--- src/logic/nec_pkg.sv ---
// Constants, register map and bus state codes for the NAND ECC control and status block.
// Assumes a 32-bit register slave with byte addresses and registers on aligned words.
package nec_pkg;

    localparam int NEC_DATA_W = 32;
    localparam int NEC_CNT_W = 7;

    localparam logic [7:0] NEC_OFF_DATA_CNT = 8'h00;
    localparam logic [7:0] NEC_OFF_CTRL = 8'h08;
    localparam logic [7:0] NEC_OFF_THRES = 8'h10;
    localparam logic [7:0] NEC_OFF_CORR = 8'h18;
    localparam logic [7:0] NEC_OFF_IRQ_EN = 8'h20;
    localparam logic [7:0] NEC_OFF_IRQ_STAT = 8'h24;
    localparam logic [7:0] NEC_OFF_CNT_CLR = 8'h28;
    localparam logic [7:0] NEC_OFF_SPARE_CNT = 8'h2c;

    localparam int NEC_CTRL_NO_PARITY = 17;
    localparam int NEC_CTRL_BASE_1K = 16;
    localparam int NEC_CTRL_ECC_EN = 8;
    localparam int NEC_CTRL_ERR_MASK = 0;

    localparam int NEC_IEN_SPARE_ALARM = 3;
    localparam int NEC_IEN_SPARE_FAIL = 2;
    localparam int NEC_IEN_DATA_ALARM = 1;
    localparam int NEC_IEN_DATA_FAIL = 0;

    localparam int NEC_IST_SPARE_ALARM = 24;
    localparam int NEC_IST_SPARE_FAIL = 16;
    localparam int NEC_IST_DATA_ALARM = 8;
    localparam int NEC_IST_DATA_FAIL = 0;

    localparam int NEC_CLR_SPARE_CNT = 8;
    localparam int NEC_CLR_DATA_CNT = 0;

    localparam logic [31:0] NEC_CTRL_RW_MASK = 32'h0003_0101;
    localparam logic [31:0] NEC_LEVEL_RW_MASK = 32'h0000_007f;
    localparam logic [31:0] NEC_IEN_RW_MASK = 32'h0000_000f;
    localparam logic [31:0] NEC_REG_RESET = 32'h0000_0000;

    localparam logic [1:0] NEC_HTRANS_NONSEQ = 2'h2;
    localparam logic [2:0] NEC_HSIZE_BYTE = 3'h0;
    localparam logic [2:0] NEC_HSIZE_HALF = 3'h1;

    typedef enum logic [2:0] {
        NEC_BUS_IDLE = 3'b001,
        NEC_BUS_WRITE = 3'b010,
        NEC_BUS_READ = 3'b100
    } nec_bus_st_t;

endpackage

--- src/logic/nec_region_if.sv ---
// Interface between the register side and one region's event tracker.
// Assumes both ends share clk_sys; it carries levels and one-cycle pulses only.
`timescale 1ns/1ps
interface nec_region_if #(parameter int CNT_W = 7);
    logic err_valid;
    logic [CNT_W-1:0] err_bits;
    logic fix_fail;
    logic [CNT_W-1:0] alarm_level;
    logic count_wipe;
    logic clr_alarm;
    logic clr_fail;
    logic alarm_flag;
    logic fail_flag;
    logic [CNT_W-1:0] worst_count;

    modport trk (
        input err_valid,
        input err_bits,
        input fix_fail,
        input alarm_level,
        input count_wipe,
        input clr_alarm,
        input clr_fail,
        output alarm_flag,
        output fail_flag,
        output worst_count
    );

    modport ctl (
        output err_valid,
        output err_bits,
        output fix_fail,
        output alarm_level,
        output count_wipe,
        output clr_alarm,
        output clr_fail,
        input alarm_flag,
        input fail_flag,
        input worst_count
    );
endinterface

--- src/logic/nec_region_track.sv ---
// Per-region tracker: threshold flag, correction fail flag and worst error count.
// Assumes one-cycle event pulses on clk_sys; a new event wins over a clear in the same cycle.
`timescale 1ns/1ps
module nec_region_track #(
    parameter int CNT_W = 7
) (
    input wire logic clk_sys,
    input wire logic rst,
    nec_region_if.trk rg
);
    logic alarm_q;
    logic alarm_d;
    logic fail_q;
    logic fail_d;
    logic [CNT_W-1:0] worst_q;
    logic [CNT_W-1:0] worst_d;
    wire logic hit;
    wire logic bigger;
    wire logic [CNT_W-1:0] base_cnt;

    // Level 0 stands for one bit, so reaching it means exceeding the raw field.
    assign hit = rg.err_valid && (rg.err_bits > rg.alarm_level);
    assign alarm_d = hit || (alarm_q && !rg.clr_alarm);
    assign fail_d = rg.fix_fail || (fail_q && !rg.clr_fail);
    assign base_cnt = rg.count_wipe ? '0 : worst_q;
    assign bigger = rg.err_valid && (rg.err_bits > base_cnt);
    assign worst_d = bigger ? rg.err_bits : base_cnt;

    always_ff @(posedge clk_sys or posedge rst) begin
        if (rst) begin
            alarm_q <= 1'b0;
            fail_q <= 1'b0;
            worst_q <= '0;
        end else begin
            alarm_q <= alarm_d;
            fail_q <= fail_d;
            worst_q <= worst_d;
        end
    end

    assign rg.alarm_flag = alarm_q;
    assign rg.fail_flag = fail_q;
    assign rg.worst_count = worst_q;
endmodule

--- src/logic/nec_ecc_ctrl.sv ---
// Top of the ECC control and status block: AHB-lite register slave, control outputs to the
// codec and sector path, and event tracking for the data and spare regions.
// Assumes every input is synchronous to clk_sys and the bus hready returns this slave's hreadyout.
`timescale 1ns/1ps
module nec_ecc_ctrl import nec_pkg::*; #(
    parameter int ADDR_W = 8,
    parameter int CNT_W = NEC_CNT_W
) (
    input wire logic clk_sys,
    input wire logic rst,
    input wire logic hsel,
    input wire logic [ADDR_W-1:0] haddr,
    input wire logic [1:0] htrans,
    input wire logic hwrite,
    input wire logic [2:0] hsize,
    input wire logic [31:0] hwdata,
    input wire logic hready,
    output logic [31:0] hrdata,
    output logic hreadyout,
    output logic hresp,
    input wire logic data_err_valid,
    input wire logic [CNT_W-1:0] data_err_bits,
    input wire logic data_fix_fail,
    input wire logic spare_err_valid,
    input wire logic [CNT_W-1:0] spare_err_bits,
    input wire logic spare_fix_fail,
    input wire logic [CNT_W-1:0] spare_alarm_level,
    output logic ecc_active,
    output logic base_1k,
    output logic sectors_packed,
    output logic data_block_bad,
    output logic [CNT_W-1:0] data_fix_strength,
    output logic [CNT_W-1:0] data_alarm_level,
    output logic ecc_irq
);
    if (ADDR_W < 6 || ADDR_W > 32) begin : g_bad_addr
        $error("nec_ecc_ctrl: ADDR_W must lie between 6 and 32");
    end
    if (CNT_W < 5 || CNT_W > NEC_CNT_W) begin : g_bad_cnt
        $error("nec_ecc_ctrl: CNT_W must lie between 5 and 7");
    end

    nec_region_if #(.CNT_W(CNT_W)) data_rg ();
    nec_region_if #(.CNT_W(CNT_W)) spare_rg ();

    nec_bus_st_t st_q;
    nec_bus_st_t st_d;
    logic [7:0] dp_addr_q;
    logic [31:0] wmask_q;
    logic [31:0] wmask_d;
    logic [31:0] ctrl_q;
    logic [31:0] ctrl_d;
    logic [31:0] thres_q;
    logic [31:0] thres_d;
    logic [31:0] corr_q;
    logic [31:0] corr_d;
    logic [31:0] ien_q;
    logic [31:0] ien_d;
    logic [31:0] hrdata_q;
    logic hreadyout_q;
    logic ecc_active_q;
    logic base_1k_q;
    logic sectors_packed_q;
    logic data_block_bad_q;
    logic [CNT_W-1:0] data_fix_strength_q;
    logic [CNT_W-1:0] data_alarm_level_q;
    logic ecc_irq_q;

    wire logic take;
    wire logic [7:0] ap_addr;
    wire logic [3:0] lanes;
    wire logic wr_en;
    wire logic rd_en;
    wire logic sel_ctrl;
    wire logic sel_thres;
    wire logic sel_corr;
    wire logic sel_ien;
    wire logic sel_stat;
    wire logic sel_clr;
    wire logic [31:0] wr_bits;
    logic [31:0] stat_word;
    wire logic [3:0] flag_vec;
    wire logic [31:0] rd_word;
    wire logic ecc_on_now;

    // Address phase: a NONSEQ or SEQ transfer is taken while hready is high.
    assign take = hsel && hready && htrans[1];
    assign ap_addr = 8'(haddr);

    // Byte lanes from transfer size and low address bits.
    assign lanes = (hsize == NEC_HSIZE_BYTE) ? (4'h1 << ap_addr[1:0]) :
                   (hsize == NEC_HSIZE_HALF) ? (ap_addr[1] ? 4'hc : 4'h3) : 4'hf;
    assign wmask_d = {{8{lanes[3]}}, {8{lanes[2]}}, {8{lanes[1]}}, {8{lanes[0]}}};

    always_comb begin
        st_d = NEC_BUS_IDLE;
        case (st_q)
            NEC_BUS_IDLE,
            NEC_BUS_WRITE: begin
                if (take) begin
                    st_d = hwrite ? NEC_BUS_WRITE : NEC_BUS_READ;
                end
            end
            NEC_BUS_READ: begin
                st_d = NEC_BUS_IDLE;
            end
            default: begin
                st_d = NEC_BUS_IDLE;
            end
        endcase
    end

    always_ff @(posedge clk_sys or posedge rst) begin
        if (rst) begin
            st_q <= NEC_BUS_IDLE;
            dp_addr_q <= 8'h00;
            wmask_q <= 32'h0000_0000;
        end else begin
            st_q <= st_d;
            if (take) begin
                dp_addr_q <= {ap_addr[7:2], 2'h0};
                wmask_q <= wmask_d;
            end
        end
    end

    // Data phase decode.
    assign wr_en = (st_q == NEC_BUS_WRITE);
    assign rd_en = (st_q == NEC_BUS_READ);
    assign sel_ctrl = wr_en && (dp_addr_q == NEC_OFF_CTRL);
    assign sel_thres = wr_en && (dp_addr_q == NEC_OFF_THRES);
    assign sel_corr = wr_en && (dp_addr_q == NEC_OFF_CORR);
    assign sel_ien = wr_en && (dp_addr_q == NEC_OFF_IRQ_EN);
    assign sel_stat = wr_en && (dp_addr_q == NEC_OFF_IRQ_STAT);
    assign sel_clr = wr_en && (dp_addr_q == NEC_OFF_CNT_CLR);
    assign wr_bits = hwdata & wmask_q;

    // Byte-lane merge of each writable register; reserved bits stay zero.
    assign ctrl_d = ((ctrl_q & ~wmask_q) | wr_bits) & NEC_CTRL_RW_MASK;
    assign thres_d = ((thres_q & ~wmask_q) | wr_bits) & NEC_LEVEL_RW_MASK;
    assign corr_d = ((corr_q & ~wmask_q) | wr_bits) & NEC_LEVEL_RW_MASK;
    assign ien_d = ((ien_q & ~wmask_q) | wr_bits) & NEC_IEN_RW_MASK;

    always_ff @(posedge clk_sys or posedge rst) begin
        if (rst) begin
            ctrl_q <= NEC_REG_RESET;
            thres_q <= NEC_REG_RESET;
            corr_q <= NEC_REG_RESET;
            ien_q <= NEC_REG_RESET;
        end else begin
            if (sel_ctrl) begin
                ctrl_q <= ctrl_d;
            end
            if (sel_thres) begin
                thres_q <= thres_d;
            end
            if (sel_corr) begin
                corr_q <= corr_d;
            end
            if (sel_ien) begin
                ien_q <= ien_d;
            end
        end
    end

    // The enable only counts while sectors keep room for parity.
    assign ecc_on_now = ctrl_q[NEC_CTRL_ECC_EN] && !ctrl_q[NEC_CTRL_NO_PARITY];

    // Region trackers; events are taken only while the engine is really on.
    assign data_rg.err_valid = data_err_valid && ecc_on_now;
    assign data_rg.err_bits = data_err_bits;
    assign data_rg.fix_fail = data_fix_fail && ecc_on_now;
    assign data_rg.alarm_level = thres_q[CNT_W-1:0];
    assign data_rg.count_wipe = sel_clr && wr_bits[NEC_CLR_DATA_CNT];
    assign data_rg.clr_alarm = sel_stat && wr_bits[NEC_IST_DATA_ALARM];
    assign data_rg.clr_fail = sel_stat && wr_bits[NEC_IST_DATA_FAIL];

    // The blocking mask plays no part in any spare signal.
    assign spare_rg.err_valid = spare_err_valid && ecc_on_now;
    assign spare_rg.err_bits = spare_err_bits;
    assign spare_rg.fix_fail = spare_fix_fail && ecc_on_now;
    assign spare_rg.alarm_level = spare_alarm_level;
    assign spare_rg.count_wipe = sel_clr && wr_bits[NEC_CLR_SPARE_CNT];
    assign spare_rg.clr_alarm = sel_stat && wr_bits[NEC_IST_SPARE_ALARM];
    assign spare_rg.clr_fail = sel_stat && wr_bits[NEC_IST_SPARE_FAIL];

    nec_region_track #(.CNT_W(CNT_W)) u_data_trk (
        .clk_sys(clk_sys),
        .rst(rst),
        .rg(data_rg.trk)
    );

    nec_region_track #(.CNT_W(CNT_W)) u_spare_trk (
        .clk_sys(clk_sys),
        .rst(rst),
        .rg(spare_rg.trk)
    );

    // Status word with flags at their fixed bit positions.
    always_comb begin
        stat_word = 32'h0000_0000;
        stat_word[NEC_IST_SPARE_ALARM] = spare_rg.alarm_flag;
        stat_word[NEC_IST_SPARE_FAIL] = spare_rg.fail_flag;
        stat_word[NEC_IST_DATA_ALARM] = data_rg.alarm_flag;
        stat_word[NEC_IST_DATA_FAIL] = data_rg.fail_flag;
    end

    // Flag order matches the enable register bit order.
    assign flag_vec = {spare_rg.alarm_flag, spare_rg.fail_flag, data_rg.alarm_flag, data_rg.fail_flag};

    // Read mux; the clear register and unmapped words read as zero.
    assign rd_word = (dp_addr_q == NEC_OFF_DATA_CNT) ? 32'(data_rg.worst_count) :
                     (dp_addr_q == NEC_OFF_CTRL) ? ctrl_q :
                     (dp_addr_q == NEC_OFF_THRES) ? thres_q :
                     (dp_addr_q == NEC_OFF_CORR) ? corr_q :
                     (dp_addr_q == NEC_OFF_IRQ_EN) ? ien_q :
                     (dp_addr_q == NEC_OFF_IRQ_STAT) ? stat_word :
                     (dp_addr_q == NEC_OFF_SPARE_CNT) ? 32'(spare_rg.worst_count) :
                     32'h0000_0000;

    // Reads take one wait state so that a write just before is already visible.
    always_ff @(posedge clk_sys or posedge rst) begin
        if (rst) begin
            hrdata_q <= 32'h0000_0000;
            hreadyout_q <= 1'b1;
        end else begin
            hreadyout_q <= !(take && !hwrite);
            if (rd_en) begin
                hrdata_q <= rd_word;
            end
        end
    end

    // Control outputs, registered one cycle after the register that feeds them.
    always_ff @(posedge clk_sys or posedge rst) begin
        if (rst) begin
            ecc_active_q <= 1'b0;
            base_1k_q <= 1'b0;
            sectors_packed_q <= 1'b0;
            data_block_bad_q <= 1'b0;
            data_fix_strength_q <= '0;
            data_alarm_level_q <= '0;
            ecc_irq_q <= 1'b0;
        end else begin
            ecc_active_q <= ecc_on_now;
            base_1k_q <= ctrl_q[NEC_CTRL_BASE_1K];
            sectors_packed_q <= ctrl_q[NEC_CTRL_NO_PARITY];
            data_block_bad_q <= ecc_on_now && !ctrl_q[NEC_CTRL_ERR_MASK];
            data_fix_strength_q <= corr_q[CNT_W-1:0];
            data_alarm_level_q <= thres_q[CNT_W-1:0];
            ecc_irq_q <= |(flag_vec & ien_q[3:0]);
        end
    end

    assign hrdata = hrdata_q;
    assign hreadyout = hreadyout_q;
    assign hresp = 1'b0;
    assign ecc_active = ecc_active_q;
    assign base_1k = base_1k_q;
    assign sectors_packed = sectors_packed_q;
    assign data_block_bad = data_block_bad_q;
    assign data_fix_strength = data_fix_strength_q;
    assign data_alarm_level = data_alarm_level_q;
    assign ecc_irq = ecc_irq_q;
endmodule

--- config.mk ---
export PLATFORM = sky130hd
export DESIGN_NAME = nec_ecc_ctrl
export DESIGN_NICKNAME = d
export VERILOG_FILES = /design/src/logic/nec_pkg.sv /design/src/logic/nec_region_if.sv /design/src/logic/nec_region_track.sv /design/src/logic/nec_ecc_ctrl.sv
export SDC_FILE = /design/constraint.sdc
export NUM_CORES = 1
export LEC_CHECK = 0
export ABC_AREA = 1
export BUFFER_PORTS_ARGS = -buffer_cell sky130_fd_sc_hd__clkbuf_2
export CORE_ASPECT_RATIO = 1.75
export CORE_MARGIN = 8
export CORE_UTILIZATION = 57
export DETAILED_ROUTE_END_ITERATION = 8
export GPL_TIMING_DRIVEN = 0
export PLACE_DENSITY = 0.94
export SETUP_SLACK_MARGIN = 0.02
export SLEW_MARGIN = 20
export SYNTH_ARGS = -nofsm -noshare
export SYNTH_HDL_FRONTEND = slang
export SYNTH_SLANG_ARGS = --single-unit
--- constraint.sdc ---
create_clock -name clk_sys -period 6.8 [get_ports clk_sys]
set_clock_uncertainty 0.1 [all_clocks]
set_input_delay 1.36 -clock clk_sys [delete_from_list [all_inputs] [get_ports clk_sys]]
set_output_delay 1.36 -clock clk_sys [all_outputs]
set_load 0.005 [all_outputs]
Yosys cells after proc, flatten, opt, wreduce, memory -nomap -nowiden. Cells that the tools add are included.

Register bits: 126. Logic and storage cells: 111. Output and inout bits: 53. Input bits: 75.

Equality and inequality tests: 11. Reductions and logical operators: 45. Shift operators: 1. Multiplexer cells: 17. $lt $le $gt $ge: 4. Bitwise logic cells: 11.

Operators with widths (number): $mux 25 (6); $mux 7 (5); $logic_and 1x1->1 (29); $gt 7x7->1 (4); $and 25x25->25 (1); $eq 6x4->1 const B (4); $and 18x18->18 (1); $not 18->18 (1); $or 18x18->18 (1); $and 7x7->7 (2); $or 7x7->7 (2); $eq 6x3->1 const B (2); $mux 4 (3); $mux 3 (3); $and 4x4->4 (2); $logic_not 1->1 (8); $logic_not 8->1 (1); $eq 3x1->1 const B (2); $eq 6x2->1 const B (1); $logic_or 1x1->1 (4); $or 4x4->4 (1); $reduce_or 4->1 (1); $shl 1x2->4 const A (1); $eq 3x2->1 const B (1); other kinds (3) (3).

Longest topological paths before layout. Gate-level depths: netlist (run 1).

Word-level depth: 8. Gate-level depth with buffers: 14. Depth with buffers taken out: 13.

Hierarchy. A second synthesis (run 1) with hierarchy kept.

Cell total of the unflattened synthesis: 579. Area, all modules: 4809.6 µm².

Modules (own cells, without submodules): nec_ecc_ctrl (sequential area each 1654.1 µm², cells an instance 357, times used 1, area an instance 3208.1 µm²); nec_region_track (sequential area each 225.2 µm², cells an instance 111, times used 2, area an instance 800.8 µm²).

Least setup slack after synthesis (run 1). Ideal clock, no wire load.

Path type: input-to-reg. From: in hwdata[0]. To: reg u_data_trk.worst_q[0] (netlist: u_data_trk.rg.worst_count[0]). Data required time: 6.573 ns. Stages: 11. Arrival: 2.776 ns. Setup time: 0.127 ns. Setup slack: 3.797 ns. Path buffers: 1. Cells stage by stage: nand2_1 > inv_1 > nand4_1 > buf_2 > nand2_1 > ha_1 > nand2_1 > nor3_1 > nor2_4 > nand2_2 > o21ai_0.

Cells in the longest elaborated chain, start to end: 6.

Ends and longest elaborated chain: start: declaration (RTL line nec_ecc_ctrl.sv:16) `input wire logic [31:0] hwdata,`; $and 25x25->25 * (RTL line nec_ecc_ctrl.sv:136) `assign wr_bits = hwdata & wmask_q;`; $logic_and 1x1->1 * (RTL line nec_ecc_ctrl.sv:174) `assign data_rg.count_wipe = sel_clr && wr_bits[NEC_CLR_DATA_CNT];`; $mux 7 * (RTL line nec_region_track.sv:25) `assign base_cnt = rg.count_wipe ? '0 : worst_q;`; $gt 7x7->1 (RTL line nec_region_track.sv:26) `assign bigger = rg.err_valid && (rg.err_bits > base_cnt);`; $logic_and 1x1->1 (RTL line nec_region_track.sv:26); $mux 7 * (RTL line nec_region_track.sv:27) `assign worst_d = bigger ? rg.err_bits : base_cnt;`; net u_data_trk.worst_d[0] (RTL line nec_region_track.sv:16) `logic [CNT_W-1:0] worst_d;`; end signal: assignment (RTL line nec_region_track.sv:37) `worst_q <= worst_d;`; end: declaration (RTL line nec_region_track.sv:15) `logic [CNT_W-1:0] worst_q;`.

Mark *: on every way through the listed nets, which the timed path passes. The rest lies on a longest branch. A chain may end at the register's enable or synchronous reset.

Worst setup path after layout (run 1). Ends and elaborated chain as after synthesis.

==> results.cfg, run 1 <==
[status]
status = finished clean

[placed_design]
dpl.hpwl_microns = 9460
io_buffers = 83
dp.cells = 723
gp_congestion = 0.922

[yosys]
synth-edff-count = 0
netlist_area_sq_mm = 0.00450
ys_async_sr_fraction = 1.00
synth_top_area_frac = 0.456
synth_cell_type_count = 35
synth-main-ff-cell = dfrtp_1
yosysSeqAreaShare = 0.467
synth-warning-count = 0
synthCells = 528
ys_seq_elements = 84
netlist.top_cell.by_area = dfrtp_1
synth_area_leaders = dfrtp_1, nand2_1, ha_1
avgSynthCellArea_sq_um = 8.53

[critical_path]
crit_type = input port to flop
cp_max_fo = 10
timing.rr.end = u_data_trk.rg.worst_count[0]
cp_num_buf_inv = 3
max_stage_delay_ns = 0.29
rr_worst_depth = 12
arrival_ns = 3.30
cp_cell_sequence = clkbuf_2, nand2_1, inv_1, nand4_1, buf_2, nand2_1, ha_1, nand2_1, o21ai_0, nand2_1, nand2_1, nand2_2, o21ai_0
worstSetupStartpointType = input port
r2r_setup_slack_ns = 4.14
crit_required_ns = 6.95
cp-end-kind = flop
crit_family = simple AND/OR/NAND/NOR gates
cp_slowest_cell = ha_1
rr_startpoint = dp_addr_q[4]
path_common_cell = nand2_1

[sta]
finalHoldViolations = 0
period_share = 0.464
setup_viol = 0
min_period_ns = 3.16
slew_viol_final = 0
tns_ns = 0
fmax_mhz = 317
rsz0062_at_grt = no

[cts]
clock_latency_ns = 0.35
cts_tree = yes
numCtsBuffers = 9
clockRootBuffer = clkbuf_16
cts_resized = 0
clkTransAtPathRegs_ns = 0.06
htree_levels = 3
cts_buffer_depth = 2
cts_sinks = 84
holdBufCountCts = 0
post_cts_buffers = 0

[routing]
final_antenna_net_count = 0
wl_per_cell_microns = 15.7
vias = 3914
drt_iter0_markers = 262
drc = 0
firstDrtPassIters = 4
viasPerCell = 5.30
routed_wirelength_microns = 11600

[worst_hold_path]
whs_path_depth = 0
holdPathEnd = data_alarm_level[2]
hp-class = flop to flop

[power_and_ir_drop]
power.density_mw_per_mm2 = 269
ir_drop_v = 0.000181
p_leak_uw = 0.00304

[global_routing]
grt_pass1_wl_microns = 19600
grt_overflow = 0
antenna_found_initial = 0
grt_pass1_vias = 4280
grt_max_degree = 52
track_usage = 0.217

[die]
core-area_sq_mm = 0.00780
io_pins = 128
initial_core_util = 0.577
die_w_microns = 83.2
fp.dieH_microns = 134
dieArea_sq_mm = 0.0111
rows = 43

[final_layout]
syn_to_final_growth_pct = 21.2
drive_gt1_frac = 0.254
num_antenna_cells = 0
postLayoutCoreUtil = 0.699
final_nets = 747
instances_no_fill = 739

[run]
maxCapViolations = 0
## report_power, final
| group | internal [uW] | switching [uW] | leakage [uW] |
|---|---|---|---|
| logic | 130 | 215 | 0.00198 |
| clock network | 322 | 196 | 0.000157 |
| registers | 560 | 45.4 | 0.000899 |
| total | 1010 | 456 | 0.00304 |
## routing by layer
layer  track usage  up-vias  routed length [microns]
li1              -     1905                        -
met1         0.208     1829                     4040
met2         0.394      139                     6390
met3        0.0507       41                      605
met4         0.155        0                      594
met5             0        -                        0
## worst max path at each step
stage / startpoint / end / slack [ns] / cells after the start
final: hwdata[0] / u_data_trk.rg.worst_count[0] / 3.64 / 13
after global routing: hwdata[0] / u_data_trk.rg.worst_count[0] / 3.41 / 13
after CTS: hwdata[0] / u_data_trk.rg.worst_count[0] / 3.69 / 12
after detailed placement: hwdata[0] / u_data_trk.rg.worst_count[0] / 3.36 / 12
after global placement: rst / async pin / 2.43 / 2
after floorplan: rst / async pin / 3.18 / 1
## cell families (layout without fill, tap and decap cells)
group           after synthesis  count (layout)  share of synthesized area
simple gates                246             246                      0.244
buf+inv                      90             190                     0.0970
flops                        84              84                      0.467
compound gates               79              79                      0.113
fa+ha+maj                    28              28                     0.0778
other cells                   1              22                   0.000833
## cell type report
cell class | instances | area (sq um)
clock buffer | 10 | 229
timing repair buffer | 84 | 443
fill | 599 | 2340
inverter | 63 | 239
tap | 90 | 113
buffer | 27 | 200
clock inverter | 6 | 87.6
sequential | 84 | 2100
multi-input combinational | 375 | 2040
## cell usage in the layout (no fill, tap or decap), types with 3 or more instances in the layout
| cell | netlist | final |
|---|---|---|
| nand2_1 | 151 | 151 |
| clkbuf_2 | 0 | 83 |
| dfrtp_1 | 82 | 82 |
| inv_1 | 58 | 57 |
| nand3_1 | 39 | 39 |
| nor2_1 | 30 | 30 |
| ha_1 | 28 | 28 |
| a21oi_1 | 24 | 24 |
| o21ai_0 | 23 | 23 |
| buf_4 | 22 | 22 |
| conb_1 | 1 | 22 |
| o21ai_2 | 14 | 14 |
| clkbuf_16 | 0 | 9 |
| nand4_1 | 7 | 7 |
| inv_2 | 5 | 5 |
| nor2_4 | 5 | 5 |
| nand2_2 | 4 | 4 |
| clkbuf_1 | 2 | 3 |
| nor2_2 | 3 | 3 |
| o211ai_1 | 3 | 3 |
| o21ai_1 | 3 | 3 |
## cells in the mapped netlist (4+ instances only)
cell type,n
nand2_1,151
dfrtp_1,82
inv_1,58
nand3_1,39
nor2_1,30
ha_1,28
a21oi_1,24
o21ai_0,23
buf_4,22
o21ai_2,14
nand4_1,7
inv_2,5
nor2_4,5
nand2_2,4
## per-stage QoR
stage               hold WS, ns  total power, uW  setup slack, ns  cell area (sq um)
global route              0.328             1560             3.41               5460
detailed placement        0.295              953             3.36               5140
finish                    0.314             1470             3.64               5460
floorplan                 0.274              849             3.18               4580
CTS                       0.312             1470             3.69               5460
global placement          0.288              931             2.43               5110
Power figures use the tool's default switching activity.
==> inputs of run 2 (changes only) <==
--- a/config.mk
+++ b/config.mk
@@ -9,10 +9,10 @@
 export BUFFER_PORTS_ARGS = -buffer_cell sky130_fd_sc_hd__clkbuf_2
 export CORE_ASPECT_RATIO = 1.75
 export CORE_MARGIN = 8
-export CORE_UTILIZATION = 57
+export CORE_UTILIZATION = 47
 export DETAILED_ROUTE_END_ITERATION = 8
 export GPL_TIMING_DRIVEN = 0
-export PLACE_DENSITY = 0.94
+export PLACE_DENSITY = 0.84
 export SETUP_SLACK_MARGIN = 0.02
 export SLEW_MARGIN = 20
 export SYNTH_ARGS = -nofsm -noshare
==> constraint.sdc (replaced) <==
create_clock -name clk_sys -period 2.9 [get_ports clk_sys]
set_clock_uncertainty 0.1 [all_clocks]
set_input_delay 0.58 -clock clk_sys [delete_from_list [all_inputs] [get_ports clk_sys]]
set_output_delay 0.58 -clock clk_sys [all_outputs]
set_load 0.005 [all_outputs]
==> results.cfg, run 2 (synthesis results as in run 1) <==
[cts]
clock_latency_ns = 0.34
numCtsBuffers = 9
holdBufCountCts = 0
clkTransAtPathRegs_ns = 0.06
htree_levels = 3
clockRootBuffer = clkbuf_16
cts_sinks = 84
cts_tree = yes
cts_buffer_depth = 2

[critical_path]
cp-end-kind = flop
cp_cell_sequence = inv_1, nand2_2, nor2_2, nand4_2, nand2_1, ha_1, a21oi_1, o21ai_0, nand2_1, nand3_1, nand2_4, nand2_1, nand2_1
startpoint = dp_addr_q[6]
worstSetupStartpointType = flop
max_stage_delay_ns = 0.41
crit_required_ns = 3.08
r2r_setup_slack_ns = 0.25
cp_slowest_cell = dfrtp_1
timing.rr.end = u_spare_trk.rg.worst_count[2]
arrival_ns = 2.84
cp_max_fo = 8
rr_startpoint = dp_addr_q[6]
rr_worst_depth = 13
path_common_cell = nand2_1
crit_type = flop to flop

[final_layout]
instances_no_fill = 772
n_fill_cell = 867
num_antenna_cells = 0
most-common-layout-cells = nand2_1, clkbuf_2, dfrtp_1
multi_input_area_sq_mm = 0.00205
final_common_cell = nand2_1
final_nets = 748
drive_gt1_frac = 0.255
syn_to_final_growth_pct = 21.7
postLayoutCoreUtil = 0.582
area.sequential_sq_mm = 0.00210

[sta]
slew_viol_final = 0
finalHoldViolations = 0
fin_ws_ns = 0.245
rsz0062_at_grt = no
setup_viol = 0
fin_hold_ws_ns = 0.154
min_period_ns = 2.65
fmax_mhz = 377
period_share = 0.915

[global_routing]
grt_pass1_wl_microns = 19700
track_usage = 0.189
grt_overflow = 0
antenna_found_initial = 0
grt_pass1_vias = 4134
grt_max_degree = 50

[die]
die_w_microns = 90.0
rows = 47
dieArea_sq_mm = 0.0131
core-area_sq_mm = 0.00941
io_pins = 128
initial_core_util = 0.479
fp.dieH_microns = 145

[power_and_ir_drop]
ir_drop_v = 0.000342
finalPower_uw = 3350
power.density_mw_per_mm2 = 611
p_leak_uw = 0.00303

[routing]
viasPerCell = 5.08
drt_iter0_markers = 310
vias = 3925
final_antenna_net_count = 0
routed_wirelength_microns = 11800
drc = 0
wl_per_cell_microns = 15.3
firstDrtPassIters = 5

[run]
maxCapViolations = 0

[placed_design]
gp_congestion = 0.896
post-place-ws_ns = 0.167
dpl.hpwl_microns = 9560
io_buffers = 83
dp.cells = 755

[status]
status = finished clean

[worst_hold_path]
hp-class = input port to async pin
==> run 2: timing repair <==
item	CTS	global route
setup buffers	0	1
endpoints found under the hold margin	0	0
gates resized for setup	0	2
setup endpoints to repair	0	6
==> run 2: layout make-up <==
type,count,share of cell area
Buffer,27,0.0365
Clock buffer,11,0.0425
Clock inverter,5,0.00959
Inverter,63,0.0436
Multi-Input combinational cell,375,0.374
Sequential cell,84,0.384
Tap cell,122,0.0279
Timing Repair Buffer,85,0.0822
==> run 2: worst max-delay path, delay by kind of cell (launching register included) <==
family | cells | cell delay, ns
fa+ha+maj | 1 | 0.29
simple gates | 9 | 1.43
flops | 1 | 0.41
compound gates | 2 | 0.28
buf+inv | 1 | 0.09
==> run 2: worst max path at each step <==
stage / end / slack [ns] / cells after the start
2_1_floorplan: async pin / 0.06 / 1
3_3_place_gp: sectors_packed / -0.77 / 2
3_5_place_dp: u_data_trk.rg.worst_count[0] / 0.17 / 13
4_1_cts: u_spare_trk.rg.worst_count[2] / 0.25 / 13
5_1_grt: u_spare_trk.rg.worst_count[5] / 0.04 / 13
6_report: u_spare_trk.rg.worst_count[2] / 0.25 / 13
==> run 2: routing by layer <==
layer	global-route usage	wire (microns)
met5	0	0
met4	0.136	710
met3	0.0599	799
met2	0.340	6170
met1	0.176	4110
==> run 2: power breakdown <==
part	internal, uW	switching [uW]	leakage (uW)
sequential	1310	107	0.000899
combinational	308	510	0.00200
clock	662	446	0.000139
total	2280	1060	0.00303
==> run 2: stage by stage <==
stage / instance area [sq um] / TNS [ns]
final: 5480 / 0
after global routing: 5480 / 0
after CTS: 5470 / 0
after detailed placement: 5180 / 0
after global placement: 5150 / -62.74
after floorplan: 4580 / 0
==> inputs of run 3 (changes only) <==
--- a/config.mk
+++ b/config.mk
@@ -7,12 +7,14 @@
 export LEC_CHECK = 0
 export ABC_AREA = 1
 export BUFFER_PORTS_ARGS = -buffer_cell sky130_fd_sc_hd__clkbuf_2
+export CAP_MARGIN = 30
 export CORE_ASPECT_RATIO = 1.75
 export CORE_MARGIN = 8
 export CORE_UTILIZATION = 47
 export DETAILED_ROUTE_END_ITERATION = 8
 export GPL_TIMING_DRIVEN = 0
 export PLACE_DENSITY = 0.84
+export REMOVE_ABC_BUFFERS = 1
 export SETUP_SLACK_MARGIN = 0.02
 export SLEW_MARGIN = 20
 export SYNTH_ARGS = -nofsm -noshare
==> results.cfg, run 3 (synthesis results as in run 1) <==
[sta]
min_period_ns = 2.62
finalHoldViolations = 0
rsz0062_at_grt = no
tightest_slew_ns = 0.664
slew_viol_final = 0
slew-limit-headroom = 0.556
fmax_mhz = 382
tns_ns = 0
fin_ws_ns = 0.283
setup_viol = 0
fin_hold_ws_ns = 0.143
period_share = 0.903

[final_layout]
most-common-layout-cells = nand2_1, clkbuf_2, dfrtp_1
final_nets = 723
n_fill_cell = 846
syn_to_final_growth_pct = 18.3
area.sequential_sq_mm = 0.00210
num_antenna_cells = 0
drive_gt1_frac = 0.230
multi_input_area_sq_mm = 0.00204
final_common_cell = nand2_1
instances_no_fill = 747

[die]
initial_core_util = 0.479
die_w_microns = 90.0
fp.dieH_microns = 145
rows = 47
core-area_sq_mm = 0.00941
dieArea_sq_mm = 0.0131
io_pins = 128

[power_and_ir_drop]
power.density_mw_per_mm2 = 646
ir_drop_v = 0.000340
p_leak_uw = 0.00292

[placed_design]
dpl.hpwl_microns = 9200
dp.cells = 728
io_buffers = 83
gp_congestion = 0.891
post-place-ws_ns = 0.0945

[critical_path]
worstSetupStartpointType = flop
crit_required_ns = 3.07
cp-end-kind = flop
arrival_ns = 2.79
crit_type = flop to flop
cp_max_fo = 8

[routing]
drt_iter0_markers = 227
final_antenna_net_count = 0
drc = 0
viasPerCell = 5.16
wl_per_cell_microns = 15.2
routed_wirelength_microns = 11400
vias = 3857
firstDrtPassIters = 4

[global_routing]
antenna_found_initial = 0
grt_overflow = 0
grt_max_degree = 53
grt_pass1_vias = 4081
grt_pass1_wl_microns = 18700
track_usage = 0.176

[worst_hold_path]
hp-class = input port to async pin

[cts]
numCtsBuffers = 9
cts_buffer_depth = 2
clkTransAtPathRegs_ns = 0.06
cts_sinks = 84
htree_levels = 3
holdBufCountCts = 0
cts_tree = yes
clock_latency_ns = 0.34
clockRootBuffer = clkbuf_16

[run]
maxCapViolations = 0

[status]
status = finished clean
## run 3: layer usage
layer	routed length, microns	track usage	vias up	part of all wire
li1	-	-	1856	-
met1	4090	0.168	1801	0.36
met2	6190	0.329	159	0.54
met3	583	0.0429	41	0.051
met4	517	0.107	0	0.045
met5	0	0	-	0
## run 3: what timing repair did
| item | in CTS | in global routing |
|---|---|---|
| resized for setup | 0 | 0 |
| buffers inserted | 0 | 3 |
| setup endpoints to repair | 0 | 7 |
## run 3: where the power goes
| group | switching [uW] | internal (uW) | total, uW |
|---|---|---|---|
| sequential | 106 | 1310 | 1420 |
| combinational | 503 | 290 | 793 |
| clock | 452 | 777 | 1230 |
## run 3: final timing paths
kind,from,cells after the start,end,slack (ns)
min reg2reg,flop,0,data_alarm_level[1],0.32
max in group asynchronous,rst,3,data_alarm_level[3],1.97
min,rst,2,sectors_packed,0.14
max,dp_addr_q[6],13,u_spare_trk.rg.worst_count[3],0.28
max reg2reg,dp_addr_q[6],13,u_spare_trk.rg.worst_count[3],0.28
min in group clk_sys,hwrite,2,st_q[2],0.31
## run 3: layout make-up
cell class                 count  area share
sequential                    84       0.395
timing repair buffer          87      0.0874
inverter                      63      0.0449
multi-input combinational    375       0.383
tap                          122      0.0287
clock buffer                  10      0.0449
clock inverter                 6      0.0162
## run 3: critical path, cell delays in order (launching register included)
cell and delay [ns]:
dfrtp_1 0.41, inv_1 0.10, nand2_2 0.11, nor2_2 0.21
nand4_2 0.23, nand2_1 0.16, ha_1 0.29, a21oi_1 0.15
o21ai_0 0.09, nand2_1 0.07, nand3_1 0.24, nand2_2 0.24
nand2_1 0.08, nand2_1 0.06
## run 3: stage by stage
step / power [uW] / util / instance area, sq um
after floorplan: 1970 / - / 4380
after global placement: 2150 / 0.526 / 4950
after detailed placement: 2220 / 0.529 / 4980
after CTS: 3460 / 0.564 / 5310
after global routing: 3630 / 0.566 / 5330
final: 3440 / 0.566 / 5330
